==> src/verilog/fast_timer_regs.vh <==
// register offsets, field positions, reset values for the fast timer block
// assumes a 32-bit axi4-lite slave with word-aligned registers
`ifndef FAST_TIMER_REGS_VH
`define FAST_TIMER_REGS_VH
`define OFS_COUNT 8'h00
`define OFS_CMP_A 8'h04
`define OFS_CMP_B 8'h08
`define OFS_TOP 8'h0c
`define OFS_CMP_D 8'h10
`define OFS_CTRL 8'h14
`define OFS_FLAGS 8'h18
`define OFS_DEAD 8'h1c
`define OFS_HIGH 8'h20
`define OFS_FORCE 8'h24
`define OFS_PLL 8'h28
`define TOP_RESET 10'h0ff
`define COUNT_MAX 10'h3ff
// control field positions
`define CTRL_CS_LSB 0
`define CTRL_WGM_BIT 4
`define CTRL_PWM_A 5
`define CTRL_PWM_B 6
`define CTRL_PWM_D 7
`define CTRL_COM_LSB 8
`define CTRL_DTPS_LSB 14
`define CTRL_IE_LSB 20
// flag positions
`define FLG_OVF 0
`define FLG_CMP_LSB 1
`define FLG_LOCK 4
`define PLL_TM_LSB 0
`endif

==> src/verilog/fast_timer_compare_deadtime.v <==
// 10-bit up/down timer with three compare channels and dead-time pairs
// assumes axi4-lite master on core_clk; pll clock enters as a synchronous tick
//
// Chosen here: the register addresses and the AXI4-Lite register port.
`timescale 1ns/100ps
`include "fast_timer_regs.vh"

// Function
// - counter clears, increments or decrements per timer tick under mode control
// - bottom flags count zero; top flags count at its highest sequence value
// - timer tick comes from system clock or pll tick by source and postscale fields
// - clock source select zero stops the counter
// - software reads/writes count anytime; its write beats clear and count
// - equality signals match; match flag sets on the next timer tick
// - enabled set flag raises interrupt; cleared by service or writing one
// - pwm modes buffer compare writes until top or bottom; normal writes direct
// - reading a compare register returns the latest written, buffered value
// - force strobe in non-pwm updates waveform output only, no flag, no reload
// - count write blocks compare matches in the following timer tick
// - compare output action changes act immediately, never buffered
// - compare outputs keep value across waveform mode changes
// - dead time only in pwm with action 01; one generator per channel
// - dead-time prescaler divides timer tick by 1, 2, 4 or 8
// - edge loads 4-bit down counter with rising or falling nibble
// - rising edge of output or complement held until counter reaches zero
// - with zero dead time falling outputs lag waveform by one timer tick, rising ones by two
// - top compare resets to 0x0ff; counter maximum is 0x3ff
// - low-byte read copies upper bits to high buffer; write takes them back
module fast_timer_compare_deadtime #(
  parameter CW = 10
) (
  // clock and reset
  input wire core_clk,
  input wire rst_n,
  // pll side
  input wire pll_tick,
  input wire pll_locked_flag,
  // interrupt service acknowledges, one per flag (ovf, a, b, d)
  input wire [3:0] irq_ack,
  // axi4-lite slave
  input wire [7:0] s_axi_awaddr,
  input wire s_axi_awvalid,
  output wire s_axi_awready,
  input wire [31:0] s_axi_wdata,
  input wire [3:0] s_axi_wstrb,
  input wire s_axi_wvalid,
  output wire s_axi_wready,
  output reg [1:0] s_axi_bresp,
  output reg s_axi_bvalid,
  input wire s_axi_bready,
  input wire [7:0] s_axi_araddr,
  input wire s_axi_arvalid,
  output wire s_axi_arready,
  output reg [31:0] s_axi_rdata,
  output reg [1:0] s_axi_rresp,
  output reg s_axi_rvalid,
  input wire s_axi_rready,
  // outputs
  output reg [3:0] irq,
  output reg [2:0] compare_output_pin,
  output reg [2:0] compare_output_pin_n,
  output reg [2:0] waveform_output
);

  // ****************************************
  // register state
  // ****************************************
  reg [CW-1:0] timer_count_value_r;
  reg [CW-1:0] cmp_act_r [0:3];
  reg [CW-1:0] cmp_buf_r [0:3];
  reg [3:0] cmp_pend_r;
  reg [17:0] ctrl_r;
  reg [3:0] flags_r;
  reg [7:0] dead_time_values_r;
  reg [1:0] high_bits_buffer_r;
  reg [1:0] pll_timer_postscale_select_r;
  reg dir_down_r;
  reg block_r;
  reg [3:0] match_r;
  reg [2:0] tick_div_r;
  reg [2:0] dt_div_r;
  reg [3:0] irq_en_r;
  reg [2:0] force_r;
  reg [CW-1:0] rd_word;
  wire [1:0] rd_hi = rd_word[9:8];

  wire [3:0] clock_source_select = ctrl_r[`CTRL_CS_LSB+3:`CTRL_CS_LSB];
  wire waveform_mode_bit = ctrl_r[`CTRL_WGM_BIT];
  wire [2:0] pwm_enable_channel = ctrl_r[`CTRL_PWM_D:`CTRL_PWM_A];
  wire [5:0] compare_output_action = ctrl_r[`CTRL_COM_LSB+5:`CTRL_COM_LSB];
  wire [1:0] dead_time_prescale = ctrl_r[`CTRL_DTPS_LSB+1:`CTRL_DTPS_LSB];
  wire any_pwm = |pwm_enable_channel;
  wire [CW-1:0] top_v = cmp_act_r[2];

  // ****************************************
  // timer tick select and postscale
  // ****************************************
  reg timer_clock;
  wire pll_sel = pll_timer_postscale_select_r != 2'b00;
  wire src_tick = pll_sel ? pll_tick : 1'b1;
  always @* begin
    case (clock_source_select)
      4'h0: timer_clock = 1'b0;
      4'h1: timer_clock = src_tick;
      4'h2: timer_clock = src_tick & (tick_div_r[0] == 1'b1);
      4'h3: timer_clock = src_tick & (tick_div_r[1:0] == 2'b11);
      default: timer_clock = src_tick & (tick_div_r == 3'h7);
    endcase
  end

  always @(posedge core_clk or negedge rst_n) begin
    if (!rst_n)
      tick_div_r <= 3'h0;
    else if (src_tick)
      tick_div_r <= tick_div_r + 3'h1;
  end

  // ****************************************
  // axi4-lite handshake
  // ****************************************
  wire wr_go = s_axi_awvalid & s_axi_wvalid & ~s_axi_bvalid;
  wire rd_go = s_axi_arvalid & ~s_axi_rvalid;
  assign s_axi_awready = wr_go;
  assign s_axi_wready = wr_go;
  assign s_axi_arready = rd_go;
  wire wr_lo = wr_go & s_axi_wstrb[0];
  wire wr_hi = wr_go & s_axi_wstrb[1];
  wire [7:0] wa = s_axi_awaddr;
  wire wr_count = wr_lo & (wa == `OFS_COUNT);
  // low byte plus two bits from the shared high buffer
  wire [CW-1:0] wval = {high_bits_buffer_r, s_axi_wdata[7:0]};
  wire ra_ok = (s_axi_araddr <= `OFS_PLL) & (s_axi_araddr[1:0] == 2'b00);
  wire wa_ok = (wa <= `OFS_PLL) & (wa[1:0] == 2'b00);

  // ****************************************
  // counter
  // ****************************************
  wire bottom = timer_count_value_r == {CW{1'b0}};
  wire top = timer_count_value_r == top_v;
  wire at_max = timer_count_value_r == `COUNT_MAX;
  // phase correct pwm counts up and down; otherwise up then clear
  wire dual = any_pwm & waveform_mode_bit;
  reg [CW-1:0] cnt_nxt;
  reg down_nxt;
  reg ovf_evt;
  always @* begin
    cnt_nxt = timer_count_value_r;
    down_nxt = dir_down_r;
    ovf_evt = 1'b0;
    if (timer_clock) begin
      if (dual) begin
        if (!dir_down_r && (top || at_max)) begin
          down_nxt = 1'b1;
          cnt_nxt = timer_count_value_r - 1'b1;
        end else if (dir_down_r && bottom) begin
          down_nxt = 1'b0;
          cnt_nxt = timer_count_value_r + 1'b1;
          ovf_evt = 1'b1;
        end else if (dir_down_r)
          cnt_nxt = timer_count_value_r - 1'b1;
        else
          cnt_nxt = timer_count_value_r + 1'b1;
      end else begin
        down_nxt = 1'b0;
        if (top || at_max) begin
          cnt_nxt = {CW{1'b0}};
          ovf_evt = 1'b1;
        end else
          cnt_nxt = timer_count_value_r + 1'b1;
      end
    end
    if (wr_count)
      cnt_nxt = wval;
  end

  // update instant for buffered compares: top in single slope, bottom in dual
  wire upd = timer_clock & (dual ? (dir_down_r & bottom) : (top | at_max));

  // ****************************************
  // match, flags, buffers
  // ****************************************
  wire [3:0] eq;
  reg [3:0] cmp_wsel;
  always @* begin
    cmp_wsel = 4'h0;
    if (wr_lo) begin
      case (wa)
        `OFS_CMP_A: cmp_wsel = 4'h1;
        `OFS_CMP_B: cmp_wsel = 4'h2;
        `OFS_TOP: cmp_wsel = 4'h4;
        `OFS_CMP_D: cmp_wsel = 4'h8;
        default: cmp_wsel = 4'h0;
      endcase
    end
  end

  genvar gi;
  generate
    for (gi = 0; gi < 4; gi = gi + 1) begin : g_cmp
      assign eq[gi] = timer_count_value_r == cmp_act_r[gi];
      always @(posedge core_clk or negedge rst_n) begin
        if (!rst_n) begin
          cmp_act_r[gi] <= (gi == 2) ? `TOP_RESET : {CW{1'b0}};
          cmp_buf_r[gi] <= (gi == 2) ? `TOP_RESET : {CW{1'b0}};
          cmp_pend_r[gi] <= 1'b0;
        end else if (cmp_wsel[gi]) begin
          cmp_buf_r[gi] <= wval;
          if (any_pwm) begin
            cmp_pend_r[gi] <= 1'b1;
          end else begin
            cmp_act_r[gi] <= wval;
            cmp_pend_r[gi] <= 1'b0;
          end
        end else if (upd && cmp_pend_r[gi]) begin
          cmp_act_r[gi] <= cmp_buf_r[gi];
          cmp_pend_r[gi] <= 1'b0;
        end
      end
    end
  endgenerate

  // match captured per tick, flag set on the next tick; blocked after count write
  wire [3:0] hit = eq & {4{~block_r}};
  wire [3:0] set_f = {match_r[3], match_r[1:0], ovf_evt} & {4{timer_clock}};
  wire [3:0] clr_f = (wr_lo && wa == `OFS_FLAGS) ? s_axi_wdata[3:0] : 4'h0;

  always @(posedge core_clk or negedge rst_n) begin
    if (!rst_n) begin
      timer_count_value_r <= {CW{1'b0}};
      dir_down_r <= 1'b0;
      block_r <= 1'b0;
      match_r <= 4'h0;
      flags_r <= 4'h0;
      irq <= 4'h0;
    end else begin
      timer_count_value_r <= cnt_nxt;
      dir_down_r <= down_nxt;
      // held until one timer tick has passed after the write
      if (wr_count)
        block_r <= 1'b1;
      else if (timer_clock)
        block_r <= 1'b0;
      if (timer_clock)
        match_r <= hit;
      // set wins over clear
      flags_r <= (flags_r & ~clr_f & ~irq_ack) | set_f;
      irq <= flags_r & irq_en_r;
    end
  end

  // ****************************************
  // registers written by software
  // ****************************************
  always @(posedge core_clk or negedge rst_n) begin
    if (!rst_n) begin
      ctrl_r <= 18'h0;
      dead_time_values_r <= 8'h00;
      high_bits_buffer_r <= 2'b00;
      pll_timer_postscale_select_r <= 2'b00;
      irq_en_r <= 4'h0;
      force_r <= 3'h0;
    end else begin
      force_r <= 3'h0;
      if (rd_go && s_axi_araddr <= `OFS_CMP_D && s_axi_araddr[1:0] == 2'b00)
        high_bits_buffer_r <= rd_hi;
      if (wr_lo) begin
        case (wa)
          `OFS_CTRL: ctrl_r[7:0] <= s_axi_wdata[7:0];
          `OFS_DEAD: dead_time_values_r <= s_axi_wdata[7:0];
          `OFS_HIGH: high_bits_buffer_r <= s_axi_wdata[1:0];
          `OFS_FORCE: force_r <= s_axi_wdata[2:0];
          `OFS_PLL: pll_timer_postscale_select_r <= s_axi_wdata[1:0];
          default: ;
        endcase
      end
      if (wr_hi && wa == `OFS_CTRL)
        ctrl_r[15:8] <= s_axi_wdata[15:8];
      if (wr_go && s_axi_wstrb[2] && wa == `OFS_CTRL) begin
        ctrl_r[17:16] <= s_axi_wdata[17:16];
        irq_en_r <= s_axi_wdata[23:20];
      end
    end
  end

  // ****************************************
  // read path
  // ****************************************
  reg [31:0] rd_mux;
  always @* begin
    rd_word = {CW{1'b0}};
    case (s_axi_araddr)
      `OFS_COUNT: rd_word = timer_count_value_r;
      `OFS_CMP_A: rd_word = cmp_buf_r[0];
      `OFS_CMP_B: rd_word = cmp_buf_r[1];
      `OFS_TOP: rd_word = cmp_buf_r[2];
      `OFS_CMP_D: rd_word = cmp_buf_r[3];
      default: rd_word = {CW{1'b0}};
    endcase
    case (s_axi_araddr)
      `OFS_CTRL: rd_mux = {8'h00, irq_en_r, 2'b00, ctrl_r};
      `OFS_FLAGS: rd_mux = {27'h0, bottom, flags_r};
      `OFS_DEAD: rd_mux = {24'h0, dead_time_values_r};
      `OFS_HIGH: rd_mux = {30'h0, high_bits_buffer_r};
      `OFS_PLL: rd_mux = {29'h0, pll_locked_flag, pll_timer_postscale_select_r};
      default: rd_mux = {24'h0, rd_word[7:0]};
    endcase
  end

  always @(posedge core_clk or negedge rst_n) begin
    if (!rst_n) begin
      s_axi_bvalid <= 1'b0;
      s_axi_bresp <= 2'b00;
      s_axi_rvalid <= 1'b0;
      s_axi_rresp <= 2'b00;
      s_axi_rdata <= 32'h0;
    end else begin
      if (wr_go) begin
        s_axi_bvalid <= 1'b1;
        s_axi_bresp <= wa_ok ? 2'b00 : 2'b10;
      end else if (s_axi_bready)
        s_axi_bvalid <= 1'b0;
      if (rd_go) begin
        s_axi_rvalid <= 1'b1;
        s_axi_rresp <= ra_ok ? 2'b00 : 2'b10;
        s_axi_rdata <= ra_ok ? rd_mux : 32'h0;
      end else if (s_axi_rready)
        s_axi_rvalid <= 1'b0;
    end
  end

  // ****************************************
  // waveform and dead time
  // ****************************************
  always @(posedge core_clk or negedge rst_n) begin
    if (!rst_n)
      dt_div_r <= 3'h0;
    else if (timer_clock)
      dt_div_r <= dt_div_r + 3'h1;
  end
  reg dt_tick;
  always @* begin
    case (dead_time_prescale)
      2'b00: dt_tick = timer_clock;
      2'b01: dt_tick = timer_clock & dt_div_r[0];
      2'b10: dt_tick = timer_clock & (dt_div_r[1:0] == 2'b11);
      default: dt_tick = timer_clock & (dt_div_r == 3'h7);
    endcase
  end

  generate
    for (gi = 0; gi < 3; gi = gi + 1) begin : g_ch
      localparam integer M = (gi == 2) ? 3 : gi;
      wire [1:0] act = compare_output_action[2*gi+1:2*gi];
      wire pwm = pwm_enable_channel[gi];
      wire hit_c = timer_clock & match_r[M];
      reg [3:0] dt_cnt_r;
      reg wprev_r;
      reg wv_nxt;
      always @* begin
        wv_nxt = waveform_output[gi];
        if (pwm) begin
          if (act != 2'b00 && hit_c)
            wv_nxt = 1'b0;
          if (act != 2'b00 && timer_clock && bottom && !dir_down_r)
            wv_nxt = 1'b1;
        end else if (hit_c || force_r[gi]) begin
          case (act)
            2'b01: wv_nxt = ~waveform_output[gi];
            2'b10: wv_nxt = 1'b0;
            2'b11: wv_nxt = 1'b1;
            default: wv_nxt = waveform_output[gi];
          endcase
        end
      end
      always @(posedge core_clk or negedge rst_n) begin
        if (!rst_n) begin
          waveform_output[gi] <= 1'b0;
          wprev_r <= 1'b0;
          dt_cnt_r <= 4'h0;
          compare_output_pin[gi] <= 1'b0;
          compare_output_pin_n[gi] <= 1'b0;
        end else begin
          waveform_output[gi] <= wv_nxt;
          if (timer_clock) begin
            wprev_r <= waveform_output[gi];
            if (pwm && act == 2'b01) begin
              if (waveform_output[gi] != wprev_r) begin
                // rising nibble on rise, falling nibble on fall
                dt_cnt_r <= waveform_output[gi] ? dead_time_values_r[7:4] : dead_time_values_r[3:0];
                compare_output_pin[gi] <= 1'b0;
                compare_output_pin_n[gi] <= 1'b0;
              end else if (dt_cnt_r != 4'h0) begin
                if (dt_tick)
                  dt_cnt_r <= dt_cnt_r - 4'h1;
              end else begin
                compare_output_pin[gi] <= wprev_r;
                compare_output_pin_n[gi] <= ~wprev_r;
              end
            end else begin
              dt_cnt_r <= 4'h0;
              compare_output_pin[gi] <= waveform_output[gi];
              compare_output_pin_n[gi] <= ~waveform_output[gi];
            end
          end
        end
      end
    end
  endgenerate

endmodule

==> config.mk <==
export PLATFORM = sky130hd
export DESIGN_NAME = fast_timer_compare_deadtime
export DESIGN_NICKNAME = d
export VERILOG_FILES = /design/src/verilog/fast_timer_compare_deadtime.v
export VERILOG_INCLUDE_DIRS = /design/src /design/src/verilog
export SDC_FILE = /design/constraint.sdc
export NUM_CORES = 1
export LEC_CHECK = 0
export BUFFER_PORTS_ARGS = -buffer_cell sky130_fd_sc_hd__clkbuf_2
export CAP_MARGIN = 30
export CORE_MARGIN = 3
export CORE_UTILIZATION = 35
export DETAILED_ROUTE_END_ITERATION = 7
export HOLD_SLACK_MARGIN = 0.06
export PLACE_DENSITY = 0.61
export SYNTH_ARGS = -nofsm -noshare
export SYNTH_HDL_FRONTEND = slang
export SYNTH_SLANG_ARGS = --single-unit
==> constraint.sdc <==
create_clock -name core_clk -period 2.72 [get_ports core_clk]
set_input_delay 0.544 -clock core_clk [delete_from_list [all_inputs] [get_ports core_clk]]
set_output_delay 0.544 -clock core_clk [all_outputs]
set_load 0.02 [all_outputs]
# ---- Word level (Yosys, flattened, before mapping)
# Index checks and enable logic that the tools add are counted.
dict set report totals {
  word_cells 339
  ff_bits 213
  input_bits 65
  output_inout_bits 54
}
dict set report op_classes {
  n_eq_ne 62
  magnitude_cmp 3
  add_sub_neg 7
  mux 104
  n_reduce_logical 77
  bitwise_logic 38
}
# operator n
set ops {}
lappend ops {{10-bit two-way mux} 16}
lappend ops {{24-bit one-hot mux with 5 select lines} 1}
lappend ops {{4-bit two-way mux} 17}
lappend ops {{8-bit by 5-bit == test with 1-bit output (second input constant)} 8}
lappend ops {{1-bit two-way mux} 55}
lappend ops {{10-bit one-hot mux with 5 select lines} 1}
lappend ops {{10-bit == test} 4}
lappend ops {{8-bit by 6-bit == test with 1-bit output (second input constant)} 5}
lappend ops {{8-bit by 4-bit == test with 1-bit output (second input constant)} 4}
lappend ops {{32-bit two-way mux} 1}
lappend ops {{2-bit nonzero test} 14}
lappend ops {{1-bit logical AND} 27}
lappend ops {{4-bit nonzero test} 6}
lappend ops {{2-bit AND reduction} 11}
lappend ops {{3-bit by 1-bit != test with 1-bit output (second input constant)} 7}
lappend ops {{1-bit AND} 20}
lappend ops {{4-bit AND} 5}
lappend ops {{2-bit == test (second input constant)} 9}
lappend ops {{3-bit AND reduction} 6}
lappend ops {{8-bit by 3-bit == test with 1-bit output (second input constant)} 2}
lappend ops {{8-bit by 6-bit less-or-equal comparator with 1-bit output (second input constant)} 2}
lappend ops {{8-bit logical NOT} 2}
lappend ops {{4-bit one-hot mux with 4 select lines} 1}
lappend ops {{1-bit one-hot mux with 3 select lines} 4}
lappend ops {{27 further kinds} 63}

# ---- Depth between registers and ports, before layout
dict set report depth {
  depth_word 10
  mapped_depth 9
  mapped_depth_nobuf 8
}

# ---- Worst setup path after synthesis
# No wires, ideal clock.
dict set report synth_timing {
  kind {register to register}
  from {register timer_count_value_r[0]}
  to {register cmp_act_r[30] (netlist name)}
  synth_period_minus_slack_ps 2359
  stages_incl_launch_ff 10
  n_path_buf 1
  setup_slack_ps 361
  t_arrival_ps 2234
  setup_ps 125
  t_required_ps 2595
  path_cell_list {dfrtp_1 -> buf_2 -> inv_1 -> ha_1 -> nor4b_2 -> and3_4 -> a21o_4 -> o311ai_4 -> o21ai_4 -> mux2_4}
}
dict set report synth_via {
  elab_chain_len 7
  word_cells_on_any_way 10
  classes_between {eq/ne: 2; mux: 1; bitwise: 3; reduce/logical: 4}
}
# element line
set synth_rtl {}
lappend synth_rtl {{start: declaration} fast_timer_compare_deadtime.v:68} ;# reg [CW-1:0] timer_count_value_r;
lappend synth_rtl {{start signal: assignment} fast_timer_compare_deadtime.v:229} ;# timer_count_value_r <= {CW{1'b0}};
lappend synth_rtl {{start signal: assignment} fast_timer_compare_deadtime.v:236} ;# timer_count_value_r <= cnt_nxt;
lappend synth_rtl {{10-bit == test (tied with other cells)} fast_timer_compare_deadtime.v:139} ;# wire top = timer_count_value_r == top_v;
lappend synth_rtl {{1-bit bitwise OR / 1-bit AND (equally long branches)} fast_timer_compare_deadtime.v:177} ;# wire upd = timer_clock & (dual ? (dir_down_r & bottom) : (top | at_max));
lappend synth_rtl {{1-bit two-way mux *} fast_timer_compare_deadtime.v:177}
lappend synth_rtl {{1-bit AND *} fast_timer_compare_deadtime.v:177}
lappend synth_rtl {{1-bit logical AND *} fast_timer_compare_deadtime.v:214} ;# end else if (upd && cmp_pend_r[gi]) begin
lappend synth_rtl {{2-bit nonzero test (no line) *} n/a}
lappend synth_rtl {{2-bit AND reduction (no line) *} n/a}
lappend synth_rtl {{end signal: indexed assignment} fast_timer_compare_deadtime.v:203} ;# cmp_act_r[gi] <= (gi == 2) ? `TOP_RESET : {CW{1'b0}};
lappend synth_rtl {{end signal: indexed assignment} fast_timer_compare_deadtime.v:211} ;# cmp_act_r[gi] <= wval;
lappend synth_rtl {{end signal: indexed assignment} fast_timer_compare_deadtime.v:215} ;# cmp_act_r[gi] <= cmp_buf_r[gi];
lappend synth_rtl {{end: declaration} fast_timer_compare_deadtime.v:69} ;# reg [CW-1:0] cmp_act_r [0:3];
# Mark *: on every way between the ends. The rest lies on a longest branch, timed or not.
# A chain may end at the register's enable or synchronous reset.

# ---- Final worst setup path
dict set report layout_timing {
  from {register timer_count_value_r[3]}
  to {register timer_count_value_r[5]}
}
dict set report layout_via {
  elab_chain_len 7
  word_cells_on_any_way 15
  classes_between {add/sub: 2; eq/ne: 2; mux: 7; reduce/logical: 4}
}
# element line
set layout_rtl {}
lappend layout_rtl {{10-bit by 1-bit adder with 10-bit output (tied with other cells)} {fast_timer_compare_deadtime.v:157, fast_timer_compare_deadtime.v:162, fast_timer_compare_deadtime.v:169}}
lappend layout_rtl {{10-bit two-way mux (tied with other cells)} fast_timer_compare_deadtime.v:159} ;# end else if (dir_down_r)
lappend layout_rtl {{10-bit two-way mux / 1-bit logical AND (equally long branches)} {fast_timer_compare_deadtime.v:155, fast_timer_compare_deadtime.v:152}}
lappend layout_rtl {{10-bit two-way mux} fast_timer_compare_deadtime.v:152} ;# if (!dir_down_r && (top || at_max)) begin
lappend layout_rtl {{10-bit two-way mux *} fast_timer_compare_deadtime.v:151} ;# if (dual) begin
lappend layout_rtl {{10-bit two-way mux *} fast_timer_compare_deadtime.v:150} ;# if (timer_clock) begin
lappend layout_rtl {{10-bit two-way mux *} fast_timer_compare_deadtime.v:172} ;# if (wr_count)
# Mark *: on every way between the ends. The rest lies on a longest branch, timed or not. The select of a mux whose other input is x is not followed.

==> results.cfg <==
[status]
status = complete, no violations

[clock_tree]
clkSinkCount = 200
clkTransAtPathRegs_ns = 0.08
clock_latency_ns = 0.45
cts_tree = done
cts_root_buf = clkbuf_16
cts.htree.levels = 4
cts_buffers = 17
clk_path_buf_depth = 2

[route]
detail-route-antenna-nets = 0
first_iter_violations = 661
dr.pass1.iters = 6
via_count = 8207
wl_um = 31200
wl_per_cell_um = 20.5
post-route-drc-count = 0
via_per_inst = 5.40

[die]
rows = 63
boundaryPins = 119
fp.coreArea_mm2 = 0.0300
die_x_um = 181
dieArea_mm2 = 0.0328
start_util = 0.359
die_h_um = 181

[pwr]
seq_power_share = 0.442
pwr-share-clk = 0.355
switchingPower_mw = 2.48
comb_power_share = 0.203
switching_share = 0.331
p_int_mw = 5.01
leakage_nw = 5.91
ir_drop_mv = 0.448
power_density_mw_per_mm2 = 595

[synthesis]
async_reset_ff_frac = 1.00
synth-edff-count = 0
ys.flop_type = dfrtp_1
ys_top_cells_by_count = dfrtp_1 (184), mux2_2 (100), nand2_1 (80)
synth_area_mm2 = 0.0107
ys_ff_latch = 200
synth_area_leader_cell = dfrtp_1
yosysTopAreaCellShare = 0.429
yosysMostFrequentCell = dfrtp_1
synth_area_per_cell_um2 = 10.8
yosysUniqueCellTypes = 79
synth.area.top_cells = dfrtp_1 (43%), mux2_2 (10%), dfstp_2 (3.9%)
synthesis.instances = 997
yosys_warnings = 0
ys_seq_area_frac = 0.468

[worst_setup_path]
rr_worst_depth = 7
critPathCaptureType = flip-flop
ff2ff_setup_slack_ns = 0.23
crit_path_max_fanout = 8
crit_arrival_ns = 2.85
crit_chain = nand3_1, nor3_4, buf_4, a21oi_1, o2bb2ai_1, a22oi_1, o21ai_0
path_class = reg2reg
crit_slowest_cell = dfrtp_1
r2r-end = timer_count_value_r[5]
critPathRequiredTime_ns = 3.08
r2r_start = timer_count_value_r[3]
critPathLaunchType = flip-flop
slowest_delay_ns = 0.64

[global_routing]
grt_max_degree = 55
grt_pass1_vias = 8091
antenna_found_initial = 1
grt_pass1_wl_um = 48400
grt-ovfl-total = 0
grtUsageTotal = 0.190

[sta]
min_period_ns = 2.49
finalSetupTns_ns = 0
setup_ws_ns = 0.229
finalSetupViolCount = 0
maxSlewViolCount = 0
fmax_mhz = 401
fin_skew_ns = 0.0199
post-route-period-util = 0.916
hold_viol_final = 0
rsz0062_at_grt = no
max_slew.worst_pin.slew_ns = 0.553
max_slew_margin = 0.626

[layout]
final_cells = 1520
layout-drive-gt1-share = 0.305
fin_util = 0.420
antennaDiodeCount = 0
fin_nets = 1204
syn_to_final_growth_pct = 17.1

[place]
dp_hpwl_um = 23300
io_buffers = 95
post-place-cells = 1486
place_congestion = 0.935
post-place-ws_ns = 0.103

[job]
drv_cap = 0

[hold_path]
holdPathStages = 2
hp-start = s_axi_rready
hold_path_end = s_axi_rvalid
hp-class = in2reg
==> layout by cell type (no fill, tap or decap), drive strengths merged, types with 10 or more instances in the layout <==
| cell | instances |
|---|---|
| a21oi | 32 |
| o221a | 10 |
| clkbuf | 112 |
| nor3 | 18 |
| a22o | 19 |
| or3 | 14 |
| nor4 | 13 |
| xnor2 | 16 |
| conb | 12 |
| mux2i | 34 |
| buf | 58 |
| dfrtp | 184 |
| inv | 41 |
| ha | 22 |
| o22ai | 13 |
| dfstp | 16 |
| a22oi | 12 |
| o21ai | 57 |
| mux2 | 110 |
| xor2 | 34 |
| and2 | 13 |
| nor2 | 61 |
| nand3 | 28 |
| o31ai | 10 |
| nand2 | 81 |
==> sequential cells by signal, summed over array words and instances, names as in the netlist, 4 cells and up <==
register and cells:
cmp_buf_r 40, cmp_act_r 30, s_axi_rdata 22, ctrl_r 18, g_ch.dt_cnt_r 12, timer_count_value_r 10, top_v 10, dead_time_values_r 8
cmp_pend_r 4, flags_r 4, irq 4, irq_en_r 4
==> how the worst max path moves through the flow <==
stage                                   endpoint  slack [ns]                            start  cells past startpoint
final                     timer_count_value_r[5]        0.23           timer_count_value_r[3]                      7
after detailed placement           cmp_act_r[26]        0.10                         pll_tick                      8
after global routing               cmp_act_r[22]        0.03                    tick_div_r[0]                      8
after floorplan                    cmp_act_r[30]        0.36           timer_count_value_r[0]                      9
after CTS                          cmp_act_r[22]        0.13  pll_timer_postscale_select_r[1]                      7
after global placement             cmp_act_r[22]        0.16                         pll_tick                      8
==> cells by family after synthesis <==
family / share of synthesized area
other cells: 0.000349
buf+inv: 0.0427
simple gates: 0.128
mux: 0.155
fa+ha+maj: 0.0256
compound gates: 0.140
xor+xnor: 0.0408
flops: 0.468
==> cell type report <==
type	instances	area, um2
Multi-Input combinational cell	710	5310
Inverter	34	128
Clock buffer	17	425
Tap cell	390	488
Clock inverter	15	211
Sequential cell	200	5020
Fill cell	2878	17400
Timing Repair Buffer	154	992
==> metal layers <==
| metal | vias up | share of wire | global-route usage |
|---|---|---|---|
| li1 | 3821 | - | - |
| met1 | 4137 | 0.45 | 0.256 |
| met5 | - | 0.00026 | 0 |
| met4 | 2 | 0.019 | 0.0481 |
| met3 | 37 | 0.045 | 0.0372 |
| met2 | 210 | 0.48 | 0.315 |
==> worst max-delay path: cells and delay by family, from the launching register on <==
| kind | cells | cell delay (ns) |
|---|---|---|
| AND/OR/NAND/NOR | 2 | 0.68 |
| AO/OA/AOI/OAI | 4 | 0.90 |
| flip-flops | 1 | 0.64 |
| buffers and inverters | 1 | 0.20 |
==> repair_timing <==
action | in CTS | in global routing
hold buffers | 1 | 0
gates resized for setup | 0 | 1
endpoints found under the hold margin | 6 | 0
buffers inserted | 0 | 1
endpoints found under the setup margin | 0 | 20
==> metrics by stage <==
step           hold WS [ns]  instance area [um2]  total power [mW]
2_1_floorplan         0.248                10800              4.32
3_3_place_gp          0.465                11900              4.87
3_5_place_dp          0.469                11900              4.88
4_1_cts               0.252                12600              7.56
5_1_grt               0.261                12600              7.85
6_report              0.267                12600              7.49
==> power groups by stage <==
stage / clock network (mW) / registers [mW] / logic, mW
2_1_floorplan: 0 / 3.32 / 0.996
3_3_place_gp: 0 / 3.36 / 1.51
3_5_place_dp: 0 / 3.37 / 1.52
4_1_cts: 2.73 / 3.31 / 1.53
5_1_grt: 2.83 / 3.33 / 1.69
6_report: 2.66 / 3.31 / 1.52
No activity file was read; power rests on OpenSTA's default activity.
